$ cat src/hdl/asc_pkg.sv
// Constants for the converter sample/convert control block.
// Assumes an APB slave with 32-bit data and word-aligned registers.
package asc_pkg;
  localparam logic [11:0] ADDR_CTRL   = 12'h000;
  localparam logic [11:0] ADDR_RESULT = 12'h004;
  localparam logic [11:0] ADDR_STATUS = 12'h008;
  localparam logic [11:0] ADDR_MASK   = 12'h00c;
  localparam logic [11:0] ADDR_SAMPT  = 12'h010;

  localparam int BIT_ON   = 15;
  localparam int BIT_STOP_IN_IDLE = 13;
  localparam int BIT_FMT  = 8;
  localparam int BIT_TRG  = 5;
  localparam int BIT_ACLR = 4;
  localparam int BIT_AUTO_SAMPLE_START = 2;
  localparam int BIT_SAMPLE_BIT = 1;
  localparam int BIT_DONE = 0;

  // Writable control bits: 15, 13, 10:8, 7:4, 2:0
  localparam logic [31:0] CTRL_MASK  = 32'h0000_a7f7;
  localparam logic [31:0] CTRL_RESET = 32'h0000_0000;

  localparam logic [7:0] SAMPT_RESET = 8'h04;

  // Interrupt status bits
  localparam int IRQ_DONE = 0;
  localparam int IRQ_TRIG = 1;
  localparam int IRQ_W    = 2;

  typedef enum logic [2:0] {
    ASC_TRG_SOFT  = 3'b000,
    ASC_TRG_PIN   = 3'b001,
    ASC_TRG_TMR   = 3'b010,
    ASC_TRG_CHARGE_TIME_UNIT  = 3'b011,
    ASC_TRG_AUTO  = 3'b111
  } asc_trg_t;

  typedef enum logic [2:0] {
    ASC_FMT_INT16  = 3'b000,
    ASC_FMT_SINT16 = 3'b001,
    ASC_FMT_FRC16  = 3'b010,
    ASC_FMT_SFRC16 = 3'b011,
    ASC_FMT_INT32  = 3'b100,
    ASC_FMT_SINT32 = 3'b101,
    ASC_FMT_FRC32  = 3'b110,
    ASC_FMT_SFRC32 = 3'b111
  } asc_fmt_t;

  typedef enum logic [1:0] {
    ASC_IDLE    = 2'b00,
    ASC_SAMPLE  = 2'b01,
    ASC_CONVERT = 2'b10
  } asc_state_t;
endpackage : asc_pkg

$ cat src/hdl/asc_format.sv
// Result formatter: packs a raw converter result into the output word.
// Assumes an offset-binary result; signed forms flip the top bit.
`timescale 1ns/100ps
module asc_format #(
  parameter int RES_W = 10
) (
  input  wire logic [2:0]       fmt,  // Output format code
  input  wire logic [RES_W-1:0] raw,  // Raw converter result
  output      logic [31:0]      word  // Formatted word
);
  wire logic [RES_W-1:0] sgn = {~raw[RES_W-1], raw[RES_W-2:0]};
  wire logic             s   = sgn[RES_W-1];
  wire logic [31:0] r_int = {{(32-RES_W){1'b0}}, raw};
  wire logic [31:0] r_s16 = {16'h0000, {(16-RES_W){s}}, sgn};
  wire logic [31:0] r_f16 = {16'h0000, raw, {(16-RES_W){1'b0}}};
  wire logic [31:0] r_sf16 = {16'h0000, sgn, {(16-RES_W){1'b0}}};
  wire logic [31:0] r_s32 = {{(32-RES_W){s}}, sgn};
  wire logic [31:0] r_f32 = {raw, {(32-RES_W){1'b0}}};
  wire logic [31:0] r_sf32 = {sgn, {(32-RES_W){1'b0}}};

  // Format selection
  always_comb begin
    unique case (asc_pkg::asc_fmt_t'(fmt))
      asc_pkg::ASC_FMT_INT16:  word = r_int;
      asc_pkg::ASC_FMT_SINT16: word = r_s16;
      asc_pkg::ASC_FMT_FRC16:  word = r_f16;
      asc_pkg::ASC_FMT_SFRC16: word = r_sf16;
      asc_pkg::ASC_FMT_INT32:  word = r_int;
      asc_pkg::ASC_FMT_SINT32: word = r_s32;
      asc_pkg::ASC_FMT_FRC32:  word = r_f32;
      asc_pkg::ASC_FMT_SFRC32: word = r_sf32;
    endcase
  end
endmodule : asc_format

$ cat src/hdl/asc_ctrl.sv
// Converter control: APB registers, sampling/conversion sequencer,
// trigger selection, conversion-complete flag and interrupt.
// Assumes trigger inputs and core done are asynchronous to pclk;
// the analog core takes a start pulse and returns a done level/pulse.
//
// The register addresses and the APB register port were chosen for this implementation.
`timescale 1ns/100ps
module asc_ctrl #(
  parameter int RES_W = 10
) (
  input  wire logic              pclk,        // APB clock
  input  wire logic              presetn,     // Async reset, active low
  input  wire logic              psel,        // APB select
  input  wire logic              penable,     // APB enable
  input  wire logic              pwrite,      // APB direction
  input  wire logic [11:0]       paddr,       // APB byte address
  input  wire logic [31:0]       pwdata,      // APB write data
  output      logic [31:0]       prdata,      // APB read data
  output      logic              pready,      // APB ready
  output      logic              pslverr,     // APB error
  input  wire logic              idle_mode,   // Device idle, async
  input  wire logic              ext_pin_zero,// External pin 0, async
  input  wire logic              tmr3_match,  // Timer 3 period match
  input  wire logic              ctu_event,   // Charge-time unit event
  input  wire logic              conv_done,   // Core done, async
  input  wire logic [RES_W-1:0]  conv_result, // Core result
  output      logic              conv_start,  // Start-of-conversion pulse
  output      logic              sampling,    // Sample switch closed
  output      logic              adc_on,      // Analog core enable
  output      logic              irq          // Level interrupt
);
  // Synchronisers: first stage read only by second stage
  logic [4:0] sync1;
  logic [4:0] sync2;
  always_ff @(posedge pclk or negedge presetn) begin
    if (!presetn) begin
      sync1 <= 5'h00;
      sync2 <= 5'h00;
    end else begin
      sync1 <= {idle_mode, ext_pin_zero, tmr3_match, ctu_event, conv_done};
      sync2 <= sync1;
    end
  end

  // Edge detect on synchronised inputs (third stage, not the first)
  logic [4:0] sync_d;
  always_ff @(posedge pclk or negedge presetn) begin
    if (!presetn)
      sync_d <= 5'h00;
    else
      sync_d <= sync2;
  end
  wire logic [4:0] rise   = sync2 & ~sync_d;
  wire logic       idle_s = sync2[4];

  // Registers; status width fixed before the declarations that use it
  localparam int IRQ_W_L = asc_pkg::IRQ_W;
  logic [31:0]       ctrl;
  logic [31:0]       result;
  logic [IRQ_W_L-1:0] status;
  logic [IRQ_W_L-1:0] mask;
  logic [7:0]        sampt;

  // APB decode: zero-wait slave, access completes in the access phase
  wire logic acc     = psel & penable;
  wire logic wr      = acc & pwrite;
  wire logic hit_ctl = paddr == asc_pkg::ADDR_CTRL;
  wire logic hit_res = paddr == asc_pkg::ADDR_RESULT;
  wire logic hit_sts = paddr == asc_pkg::ADDR_STATUS;
  wire logic hit_msk = paddr == asc_pkg::ADDR_MASK;
  wire logic hit_spt = paddr == asc_pkg::ADDR_SAMPT;
  wire logic hit_any = hit_ctl | hit_res | hit_sts | hit_msk | hit_spt;
  wire logic wr_ctl  = wr & hit_ctl;

  // Control fields
  wire logic       on_bit = ctrl[asc_pkg::BIT_ON];
  wire logic       stop_in_idle   = ctrl[asc_pkg::BIT_STOP_IN_IDLE];
  wire logic [2:0] fmt    = ctrl[asc_pkg::BIT_FMT +: 3];
  wire logic [2:0] trg    = ctrl[asc_pkg::BIT_TRG +: 3];
  wire logic       auto_sample_start   = ctrl[asc_pkg::BIT_AUTO_SAMPLE_START];
  wire logic       sample_bit   = ctrl[asc_pkg::BIT_SAMPLE_BIT];
  wire logic       done   = ctrl[asc_pkg::BIT_DONE];

  // Converter active: on, and not frozen by idle with stop-in-idle
  wire logic active = on_bit & ~(stop_in_idle & idle_s);

  // Selected hardware trigger; reserved codes never fire
  logic hw_trig;
  logic cnt_hit;
  always_comb begin
    unique case (trg)
      asc_pkg::ASC_TRG_PIN:  hw_trig = rise[3];
      asc_pkg::ASC_TRG_TMR:  hw_trig = rise[2];
      asc_pkg::ASC_TRG_CHARGE_TIME_UNIT: hw_trig = rise[1];
      asc_pkg::ASC_TRG_AUTO: hw_trig = cnt_hit;
      default:               hw_trig = 1'b0;
    endcase
  end

  // Sequencer state
  asc_pkg::asc_state_t state;
  asc_pkg::asc_state_t next_state;
  logic [7:0]          cnt;

  wire logic sw_sample_bit_set = wr_ctl & pwdata[asc_pkg::BIT_SAMPLE_BIT];
  wire logic sw_sample_bit_clr = wr_ctl & ~pwdata[asc_pkg::BIT_SAMPLE_BIT];
  wire logic is_soft     = trg == asc_pkg::ASC_TRG_SOFT;
  wire logic in_sample   = state == asc_pkg::ASC_SAMPLE;
  wire logic in_convert  = state == asc_pkg::ASC_CONVERT;
  assign cnt_hit = in_sample && (cnt >= sampt);

  // Start sampling: software write or auto start in idle
  wire logic begin_sample_bit = active && state == asc_pkg::ASC_IDLE &&
                          (auto_sample_start || sw_sample_bit_set);
  // End sampling / start conversion
  wire logic end_sample_bit = active && in_sample &&
                        (is_soft ? sw_sample_bit_clr : hw_trig);
  wire logic finish   = in_convert && rise[0];

  // Next state of the sequencer
  always_comb begin
    next_state = state;
    if (!on_bit)
      next_state = asc_pkg::ASC_IDLE;
    else if (begin_sample_bit)
      next_state = asc_pkg::ASC_SAMPLE;
    else if (end_sample_bit)
      next_state = asc_pkg::ASC_CONVERT;
    else if (finish)
      next_state = asc_pkg::ASC_IDLE;
  end

  // State and sample-time counter; counter frozen while stopped in idle, cleared outside sampling
  always_ff @(posedge pclk or negedge presetn) begin
    if (!presetn) begin
      state <= asc_pkg::ASC_IDLE;
      cnt   <= 8'h00;
    end else begin
      state <= next_state;
      if (next_state != asc_pkg::ASC_SAMPLE || begin_sample_bit)
        cnt <= 8'h00;
      else if (active)
        cnt <= cnt + 8'h01;
    end
  end

  // Next control word: writable bits from software, then hardware
  // updates. Hardware set of the complete flag wins over software clear.
  logic [31:0] next_ctrl;
  always_comb begin
    next_ctrl = ctrl;
    if (wr_ctl) begin
      next_ctrl = pwdata & asc_pkg::CTRL_MASK;
      next_ctrl[asc_pkg::BIT_DONE] =
        done & pwdata[asc_pkg::BIT_DONE];
    end
    if (!on_bit || next_state != asc_pkg::ASC_SAMPLE)
      next_ctrl[asc_pkg::BIT_SAMPLE_BIT] = 1'b0;
    if (next_state == asc_pkg::ASC_SAMPLE)
      next_ctrl[asc_pkg::BIT_SAMPLE_BIT] = 1'b1;
    if (end_sample_bit)
      next_ctrl[asc_pkg::BIT_DONE] = 1'b0;
    if (finish)
      next_ctrl[asc_pkg::BIT_DONE] = 1'b1;
  end

  // Formatted result of the core
  logic [31:0] fmt_word;
  asc_format #(
    .RES_W (RES_W)
  ) u_format (
    .fmt  (fmt),
    .raw  (conv_result),
    .word (fmt_word)
  );

  // Register writes; status bits are write-one-to-clear, set wins
  wire logic [IRQ_W_L-1:0] events = {end_sample_bit, finish};
  wire logic [IRQ_W_L-1:0] w1c =
    (wr & hit_sts) ? pwdata[IRQ_W_L-1:0] : '0;
  always_ff @(posedge pclk or negedge presetn) begin
    if (!presetn) begin
      ctrl   <= asc_pkg::CTRL_RESET;
      result <= 32'h0000_0000;
      status <= '0;
      mask   <= '0;
      sampt  <= asc_pkg::SAMPT_RESET;
    end else begin
      ctrl   <= next_ctrl;
      status <= (status & ~w1c) | events;
      if (finish)
        result <= fmt_word;
      if (wr & hit_msk)
        mask <= pwdata[IRQ_W_L-1:0];
      if (wr & hit_spt)
        sampt <= pwdata[7:0];
    end
  end

  // Read mux
  logic [31:0] rmux;
  always_comb begin
    rmux = 32'h0000_0000;
    if (hit_ctl)
      rmux = ctrl;
    else if (hit_res)
      rmux = result;
    else if (hit_sts)
      rmux[IRQ_W_L-1:0] = status;
    else if (hit_msk)
      rmux[IRQ_W_L-1:0] = mask;
    else if (hit_spt)
      rmux[7:0] = sampt;
  end

  // Registered outputs; read data launched in setup so it is valid
  // at the access edge, giving a zero-wait transfer
  always_ff @(posedge pclk or negedge presetn) begin
    if (!presetn) begin
      prdata     <= 32'h0000_0000;
      pready     <= 1'b0;
      pslverr    <= 1'b0;
      conv_start <= 1'b0;
      sampling   <= 1'b0;
      adc_on     <= 1'b0;
      irq        <= 1'b0;
    end else begin
      prdata     <= (psel & ~penable & ~pwrite) ? rmux : 32'h0000_0000;
      pready     <= psel & ~penable;
      pslverr    <= psel & ~penable & ~hit_any;
      conv_start <= end_sample_bit;
      sampling   <= next_state == asc_pkg::ASC_SAMPLE;
      adc_on     <= next_ctrl[asc_pkg::BIT_ON];
      irq        <= |(((status & ~w1c) | events) & mask);
    end
  end
endmodule : asc_ctrl

$ cat config.mk
export PLATFORM = sky130hd
export DESIGN_NAME = asc_ctrl
export DESIGN_NICKNAME = d
export VERILOG_FILES = /design/src/hdl/asc_pkg.sv /design/src/hdl/asc_format.sv /design/src/hdl/asc_ctrl.sv
export SDC_FILE = /design/constraint.sdc
export NUM_CORES = 1
export LEC_CHECK = 0
export ABC_CLOCK_PERIOD_IN_PS = 3500
export BUFFER_PORTS_ARGS = -buffer_cell sky130_fd_sc_hd__buf_2
export CORE_ASPECT_RATIO = 1.2
export CORE_UTILIZATION = 31
export CTS_CLUSTER_DIAMETER = 80
export DETAILED_ROUTE_END_ITERATION = 8
export GPL_TIMING_DRIVEN = 1
export HOLD_SLACK_MARGIN = 0.08
export RECOVER_POWER = 25
export SKIP_CTS_REPAIR_TIMING = 1
export SLEW_MARGIN = 25
export SYNTH_ARGS = -nofsm -noshare
export SYNTH_HDL_FRONTEND = slang
export SYNTH_SLANG_ARGS = --single-unit
$ cat constraint.sdc
create_clock -name pclk -period 3.5 [get_ports pclk]
set_input_delay 0.525 -clock pclk [delete_from_list [all_inputs] [get_ports pclk]]
set_output_delay 0.525 -clock pclk [all_outputs]
set_load 0.02 [all_outputs]
==> results of run 1 <==
==> layer usage <==
metal,part of all wire,track usage
met1,0.42,0.173
met2,0.52,0.262
met3,0.040,0.0296
met4,0.025,0.0785
met5,0,0
==> synthesized netlist by cell type (2+ instances only) <==
master	instances
xor2_1	6
nand2_1	39
buf_4	6
a211oi_1	2
nor2b_1	6
o21ai_1	2
inv_1	12
a32oi_1	3
xnor2_1	2
ha_1	9
a21oi_1	19
mux2_1	3
a221oi_1	3
nand4_1	3
clkbuf_1	15
nor2_1	38
and2_1	2
a31oi_1	4
nand3_1	6
nand2b_1	6
nand3b_1	7
mux2_2	17
nor3b_1	2
mux2i_1	3
o31ai_1	2
buf_2	3
dfrtp_1	106
a22oi_1	8
o21ai_0	26
and3_1	17
nand4b_1	2
nor3_1	6
a222oi_1	5
==> cells in the final DEF, fill, tap and decap left out, drive strengths merged, types with 2 or more instances in the layout <==
master	Yosys	final
xnor2	2	2
dfrtp	106	106
a222oi	5	5
mux2	20	20
nor2	39	39
nor2b	6	6
nand3b	7	7
nor4	2	2
buf	10	90
or4	2	2
xor2	6	6
nand4	3	3
nand2	39	39
clkbuf	15	10
clkinv	0	3
nor3	6	6
or3	2	2
mux2i	3	3
o31ai	3	3
a31oi	4	4
ha	9	9
a32oi	3	3
nand2b	6	6
nand3	6	6
nor3b	2	2
a221oi	3	3
inv	12	15
and3	17	17
o21ai	28	28
a21oi	19	19
a22oi	8	8
nand4b	2	2
a211oi	2	2
and2	2	2
==> worst reg2reg max path: stages (launching register included) <==
cell      delay (ps)
dfstp_2          550
inv_1             40
ha_1             300
a211oi_1         240
o21ai_0          130
a21oi_1          360
nor3_1           170
a22o_1           280
==> state kept, by name, indices dropped and copies added, names as in the netlist, 2 cells and up <==
name	flops
prdata	27
result	27
ctrl	12
cnt	8
sampt	8
sync1	5
sync2	5
sync_d	4
mask	2
state	2
status	2
==> path summary, 6_finish.rpt <==
| path | from | to | slack (ps) | cells after the start |
|---|---|---|---|---|
| setup / recovery | paddr[9] | ctrl[4] | 1100 | 5 |
| hold / removal | tmr3_match | sync1[2] | 280 | 1 |
| setup reg to reg | sampt[2] | status[1] | 1320 | 7 |
| hold reg to reg | sync1[3] | sync2[3] | 350 | 0 |
| max in group asynchronous | presetn | sampt[2] | 1750 | 2 |
| min in group asynchronous | presetn | pslverr | 600 | 1 |
==> metrics by stage <==
| step | cell area [µm²] | utilization | cells | setup slack, ps |
|---|---|---|---|---|
| 4_1_cts | 5450 | 0.379 | 667 | 1090 |
| 5_1_grt | 5440 | 0.379 | 667 | 1030 |
| 3_5_place_dp | 5140 | 0.358 | 651 | 709 |
| 3_3_place_gp | 5140 | 0.358 | 651 | 737 |
| 6_report | 5440 | 0.379 | 667 | 1100 |
| 2_1_floorplan | 4560 | - | 410 | 1000 |
==> power breakdown <==
group | total, W | leakage [nW] | switching [W] | internal, W
clock | 0.00101 | 0.144 | 0.000502 | 0.000507
sequential | 0.00125 | 1.32 | 0.00000411 | 0.00124
combinational | 0.0000827 | 1.18 | 0.0000555 | 0.0000272
==> logic make-up (layout without fill, tap and decap cells) <==
group	Yosys count	count (layout)	synth area share
multiplexers	23	23	0.0560
flip-flops	107	107	0.588
XOR/XNOR	8	8	0.0154
AND/OR/NAND/NOR	146	146	0.166
buffers and inverters	37	119	0.0362
adder cells (fa/ha/maj)	9	9	0.0247
AO/OA/AOI/OAI	80	80	0.114
==> area by class of cell <==
| type | instances | area share |
|---|---|---|
| multi-input combinational | 266 | 0.316 |
| inverter | 12 | 0.00827 |
| tap | 175 | 0.0402 |
| timing repair buffer | 91 | 0.0878 |
| sequential | 107 | 0.492 |
| clock buffer | 9 | 0.0414 |
| clock inverter | 7 | 0.0142 |
==> metrics.cfg, run 1 <==
[yosys]
yosys-top-cells-area = dfrtp_1 (58%), mux2_2 (4.2%), nand2_1 (3.2%)
synth_seq_cells = 107
yosysTopAreaCell = dfrtp_1
synthArstFlopShare = 1.00
syn-mean-instance-area_um2 = 11.1
ys_warn_count = 0
ys_types = 53
yosysTopAreaCellShare = 0.582
ys_seq_area_frac = 0.588
synth_nets = 483
netlist_area_um2 = 4560
synthCells = 410
synth-edff-count = 0
synthFlopType = dfrtp_1

[route]
drt_iter0_markers = 242
via_per_inst = 5.00
drt-total-wl_um = 10700
detail-route-antenna-nets = 0
wl_per_cell_um = 16.1
dr_total_vias = 3338
drtPass1Iterations = 4
drc = 0

[pwr]
peakVddDrop_mv = 0.191
leakage_nw = 2.64
total_power_w = 0.00234
pwr_density_cell_nw_per_um2 = 430

[clock_tree]
cts.sinks = 107
clk_latency_ps = 350
clkTransAtPathRegs_ps = 70
cts_buffers = 9
clk_path_buf_depth = 2
clockRootBuffer = clkbuf_16
cts_max_level = 3
cts_tree = yes

[grt]
grt_pass1_vias = 3513
overflow = 0
grt_max_degree = 70
grt_pass1_wl_um = 17500
track_usage = 0.149
grt_antenna_before_repair = 0

[floorplanning]
row_count = 48
die_h_um = 135
die_area_um2 = 15200
ios = 102
core-area_um2 = 14400
die_w_um = 113
start_util = 0.318

[critical_path]
end_kind = register
path_max_fanout = 10
arrival_ps = 2630
critPathKind = in -> reg
crit_chain = buf_2, or4_4, or3_1, nor2_2, mux2_2
startpoint_type = input port
critPathBufInv = 1
cpPeakStageDelay_ps = 590
required_ps = 3740
critical-path-top-delay-family = simple AND/OR/NAND/NOR gates
cpMaxStageDelayCell = nor2_2

[timing]
period_needed_ps = 2400
setup_viol = 0
final-hold-violation-count = 0
slew_headroom = -0.138
fin_crit_sh = 0.685
rsz0062_at_grt = false
whs_ps = 275
tns_ps = 0
worst_slew_pin_slew_ps = 1710
drv_slew = 70
fmax_ghz = 0.417
finalClockSkew_ps = 10.4

[worst_hold_path]
hold_class = in -> reg

[flow_run]
max_cap_viol_count = 1

[cells_and_area]
fillCellCount = 1405
antenna_cells = 0
nets = 560
area_growth_pct = 19.4
regArea_um2 = 2680
drive_above_1_share = 0.266
multiInputGateArea_um2 = 1720

[status]
status = finished with violations
violations = max-capacitance violations, max-slew violations

[placement]
hpwl_um = 7800
place.gp.congestion = 0.814
port_buffers = 82

No activity file was read; power rests on OpenSTA's default activity.
==> inputs of run 2 (changes only) <==
--- a/config.mk
+++ b/config.mk
@@ -5,7 +5,7 @@
 export SDC_FILE = /design/constraint.sdc
 export NUM_CORES = 1
 export LEC_CHECK = 0
-export ABC_CLOCK_PERIOD_IN_PS = 3500
+export ABC_CLOCK_PERIOD_IN_PS = 2080
 export BUFFER_PORTS_ARGS = -buffer_cell sky130_fd_sc_hd__buf_2
 export CORE_ASPECT_RATIO = 1.2
 export CORE_UTILIZATION = 31
==> constraint.sdc (replaced) <==
create_clock -name pclk -period 2.08 [get_ports pclk]
set_input_delay 0.312 -clock pclk [delete_from_list [all_inputs] [get_ports pclk]]
set_output_delay 0.312 -clock pclk [all_outputs]
set_load 0.02 [all_outputs]
==> metrics.cfg, run 2 (synthesized netlist as in run 1, its figures left out) <==
[critical_path]
reg2reg_slack_ps = 160
end_kind = register
crit_cells = 6
critical-path-top-delay-family = simple AND/OR/NAND/NOR gates
path_max_fanout = 3
critPathKind = in -> reg
cpPeakStageDelay_ps = 530
arrival_ps = 2240
cpMaxStageDelayCell = or4_4
critPathBufInv = 1
worstRegToRegCells = 8
crit_chain = buf_2, or4_4, or3_1, o31a_1, or3_4, o21ai_1
required_ps = 2360
startpoint_type = input port

[cells_and_area]
reg_top3 = prdata: 27 flops, result: 27 flops, ctrl: 12 flops
drive_above_1_share = 0.266
final_cell_mix = dfrtp_1 (106), buf_2 (73), nand2_1 (39)
finish.utilization = 0.393
fillCellCount = 1383
nets = 579
area_growth_pct = 23.7
antenna_cells = 0
final_common_cell = dfrtp_1
design_area_um2 = 5640

[timing]
drv_slew = 0
fin_ws_ps = 120
fin_crit_sh = 0.942
slew_headroom = 0.253
period_needed_ps = 1960
fmax_ghz = 0.510
setup_viol = 0
rsz0062_at_grt = false
worst_slew_pin_slew_ps = 1120
final-hold-violation-count = 0
finalClockSkew_ps = 13.5
whs_ps = 193

[route]
drt_iter0_markers = 171
drt-total-wl_um = 10800
dr_total_vias = 3414
wl_per_cell_um = 15.8
drtPass1Iterations = 5
drc = 0
via_per_inst = 4.98
detail-route-antenna-nets = 0

[clock_tree]
clockRootBuffer = clkbuf_16
clk_latency_ps = 360
cts_max_level = 3
cts.sinks = 107
cts_tree = yes
clk_path_buf_depth = 2
clkTransAtPathRegs_ps = 70
cts_buffers = 9

[placement]
hpwl_um = 7880
place.gp.congestion = 0.785
postPlaceCellArea_um2 = 5280
dp_slack_ps = -290
port_buffers = 82

[pwr]
peakVddDrop_mv = 0.345
pwr_density_cell_nw_per_um2 = 714
leakage_nw = 2.73

[grt]
grt_antenna_before_repair = 1
track_usage = 0.150
grt_pass1_vias = 3438
grt_pass1_wl_um = 17600
overflow = 0
grt_max_degree = 43

[worst_hold_path]
hold_class = in -> reg
min_path_cells = 2

[floorplanning]
die_area_um2 = 15200
core-area_um2 = 14400
ios = 102
start_util = 0.318
die_h_um = 135
row_count = 48
die_w_um = 113

[flow_run]
max_cap_viol_count = 0

[status]
status = complete, no violations

[run 2: changes by cell type in the layout (fill, tap and decap cells not counted), sizes merged]
cell,before,now
clkbuf,10,19
clkinvlp,1,0
buf,90,95
inv,15,16
bufinv,0,1
clkinv,3,1
dlygate4sd3,0,6
[run 2: layout make-up]
cell class              count  area (µm²)  share of cell area
clock inverters             6        77.6              0.0138
clock buffers              10         229              0.0406
inverters                  12        45.0             0.00799
flip-flops and latches    107        2680               0.475
repair buffers            110         663               0.118
well taps                 175         219              0.0388
multi-input cells         266        1730               0.306
[run 2: worst register-to-register path: cells and delay by family, from the launching register on]
kind / cells / cell delay (ps)
AO/OA/AOI/OAI: 3 / 400
adder cells (fa/ha/maj): 1 / 280
buffers and inverters: 2 / 200
flip-flops: 1 / 540
AND/OR/NAND/NOR: 2 / 430
[run 2: power breakdown]
part / switching (W) / total, W / internal (W)
combinational: 0.0000981 / 0.000156 / 0.0000579
clock: 0.000806 / 0.00177 / 0.000963
sequential: 0.00000646 / 0.00210 / 0.00209
[run 2: path summary, 6_finish.rpt]
kind                             to  startpoint
max                             irq    paddr[9]
min in group asynchronous    pready     presetn
min                        ctrl[13]  pwdata[13]
max reg2reg                     irq    sampt[2]
min reg2reg                sync2[3]    sync1[3]
max in group asynchronous  sampt[2]     presetn
[run 2: through the flow]
| stage | total power, W | TNS [ps] | cells |
|---|---|---|---|
| after detailed placement | 0.00229 | -8130 | 664 |
| after floorplan | 0.00217 | -2500 | 410 |
| after global placement | 0.00229 | -7680 | 664 |
| after global routing | 0.00419 | 0 | 686 |
| after CTS | 0.00406 | 0 | 680 |
| final | 0.00403 | 0 | 686 |
[run 2: layer usage]
| metal | wire length (µm) | up-vias | global-route usage |
|---|---|---|---|
| met5 | 8 | - | 0 |
| met4 | 136 | 2 | 0.0644 |
| met3 | 486 | 10 | 0.0323 |
| met2 | 5490 | 79 | 0.255 |
| met1 | 4700 | 1684 | 0.183 |
| li1 | - | 1639 | - |
==> inputs of run 3 (changes only) <==
--- a/config.mk
+++ b/config.mk
@@ -8,10 +8,10 @@
 export ABC_CLOCK_PERIOD_IN_PS = 2080
 export BUFFER_PORTS_ARGS = -buffer_cell sky130_fd_sc_hd__buf_2
 export CORE_ASPECT_RATIO = 1.2
-export CORE_UTILIZATION = 31
+export CORE_UTILIZATION = 38
 export CTS_CLUSTER_DIAMETER = 80
 export DETAILED_ROUTE_END_ITERATION = 8
-export GPL_TIMING_DRIVEN = 1
+export GPL_TIMING_DRIVEN = 0
 export HOLD_SLACK_MARGIN = 0.08
 export RECOVER_POWER = 25
 export SKIP_CTS_REPAIR_TIMING = 1
==> metrics.cfg, run 3 (synthesized netlist as in run 1, its figures left out) <==
[status]
status = complete, no violations

[critical_path]
path_common_cell = buf_6
end_kind = register
arrival_ps = 2320
path_max_fanout = 7
cpPeakStageDelay_ps = 540
timing.rr.start = sampt[2]
startpoint_type = input port
r2r-end = status[1]
critPathKind = in -> reg
worstRegToRegCells = 7
cpMaxStageDelayCell = or4_4
reg2reg_slack_ps = 170
required_ps = 2320
crit_chain = buf_6, or4_4, or3_4, buf_6, o31a_1, o31ai_4, buf_6, nor2_1

[floorplanning]
ios = 102
row_count = 43
die_h_um = 122
start_util = 0.392
die_w_um = 102
core-area_um2 = 11600
die_area_um2 = 12400

[timing]
setup_viol = 0
worst_slew_pin_slew_ps = 1290
finalClockSkew_ps = 7.14
final-hold-violation-count = 0
period_needed_ps = 2070
fmax_ghz = 0.482
fin_crit_sh = 0.997
rsz0062_at_grt = true
tns_ps = 0
drv_slew = 0
slew_headroom = 0.137

[placement]
hpwl_um = 7690
place.gp.congestion = 0.890
port_buffers = 81

[worst_hold_path]
min_from = pwdata[10]
min_path_cells = 2
min_to = ctrl[10]
hold_class = in -> reg

[cells_and_area]
finish.utilization = 0.493
area_growth_pct = 25.6
reg_top3 = prdata: 27 flops, result: 27 flops, ctrl: 12 flops
final_cell_mix = dfrtp_1 (106), buf_2 (80), nand2_1 (39)
multiInputGateArea_um2 = 1810
antenna_cells = 0
drive_above_1_share = 0.293
fillCellCount = 1090
nets = 587
regArea_um2 = 2680
final_common_cell = dfrtp_1

[grt]
grt_antenna_before_repair = 0
grt_pass1_wl_um = 16800
overflow = 0
grt_max_degree = 58
grt_pass1_vias = 3341
track_usage = 0.181

[clock_tree]
cts_buffers = 9
clockRootBuffer = clkbuf_16
cts_max_level = 3
cts_tree = yes
cts.sinks = 107
clk_latency_ps = 350
clkTransAtPathRegs_ps = 70
clk_path_buf_depth = 2

[flow_run]
max_cap_viol_count = 0

[route]
drtPass1Iterations = 5
detail-route-antenna-nets = 0
wl_per_cell_um = 15.9
drt-total-wl_um = 10800
drt_iter0_markers = 220
via_per_inst = 5.16
dr_total_vias = 3488
drc = 0

[pwr]
pwr_density_cell_nw_per_um2 = 702
total_power_w = 0.00402
leakage_nw = 2.77
peakVddDrop_mv = 0.379

==> run 3: changes by cell type in the layout (fill, tap and decap cells not counted), moves of 2 or more <==
cell / change
buf_12: -2
nor2_4: +2
buf_6: +4
nor2_1: -6
buf_2: +7
inv_6: +2
clkbuf_1: +5
nor2_2: +4
inv_8: -2
buf_4: -10
==> run 3: cell type report <==
| class | count | area share |
|---|---|---|
| buffer | 25 | 0.0227 |
| clock buffer | 9 | 0.0393 |
| clock inverter | 7 | 0.0142 |
| inverter | 12 | 0.00787 |
| multi-input combinational | 266 | 0.317 |
| sequential | 107 | 0.468 |
| tap | 157 | 0.0343 |
| timing repair buffer | 93 | 0.0972 |
==> run 3: worst max-delay path, delay by kind of cell <==
family	cells	cell delay, ps
buffers and inverters	3	420
AND/OR/NAND/NOR	3	970
AO/OA/AOI/OAI	2	600
==> run 3: worst max-delay path by stage <==
stage | cells past startpoint | from | end
after floorplan | 6 | paddr[9] | irq
after global placement | 1 | presetn | sync1[0]
after detailed placement | 7 | paddr[9] | ctrl[1]
after CTS | 7 | paddr[9] | ctrl[1]
after global routing | 8 | paddr[7] | cnt[5]
final | 8 | paddr[7] | cnt[5]
==> run 3: per-layer routing <==
metal	track usage	share of wire	up-vias
met5	0	0	-
met4	0.0973	0.025	0
met3	0.0298	0.055	22
met2	0.300	0.51	121
met1	0.224	0.41	1690
li1	-	-	1655
==> run 3: power by group <==
part           internal [W]  switching (W)  total [W]
Sequential          0.00209     0.00000689    0.00210
Combinational     0.0000585      0.0000987   0.000157
Clock              0.000955       0.000807    0.00176
Total               0.00311       0.000913    0.00402
==> run 3: stage by stage <==
step / setup WS (ps) / hold slack (ps) / cell area, µm² / cells
2_1_floorplan: -106 / 16.4 / 4560 / 410
4_1_cts: -110 / -89.5 / 5510 / 665
6_report: 5.41 / 188 / 5730 / 676
3_3_place_gp: -474 / 333 / 5160 / 648
3_5_place_dp: -478 / 287 / 5200 / 649
5_1_grt: -59.1 / 184 / 5730 / 676
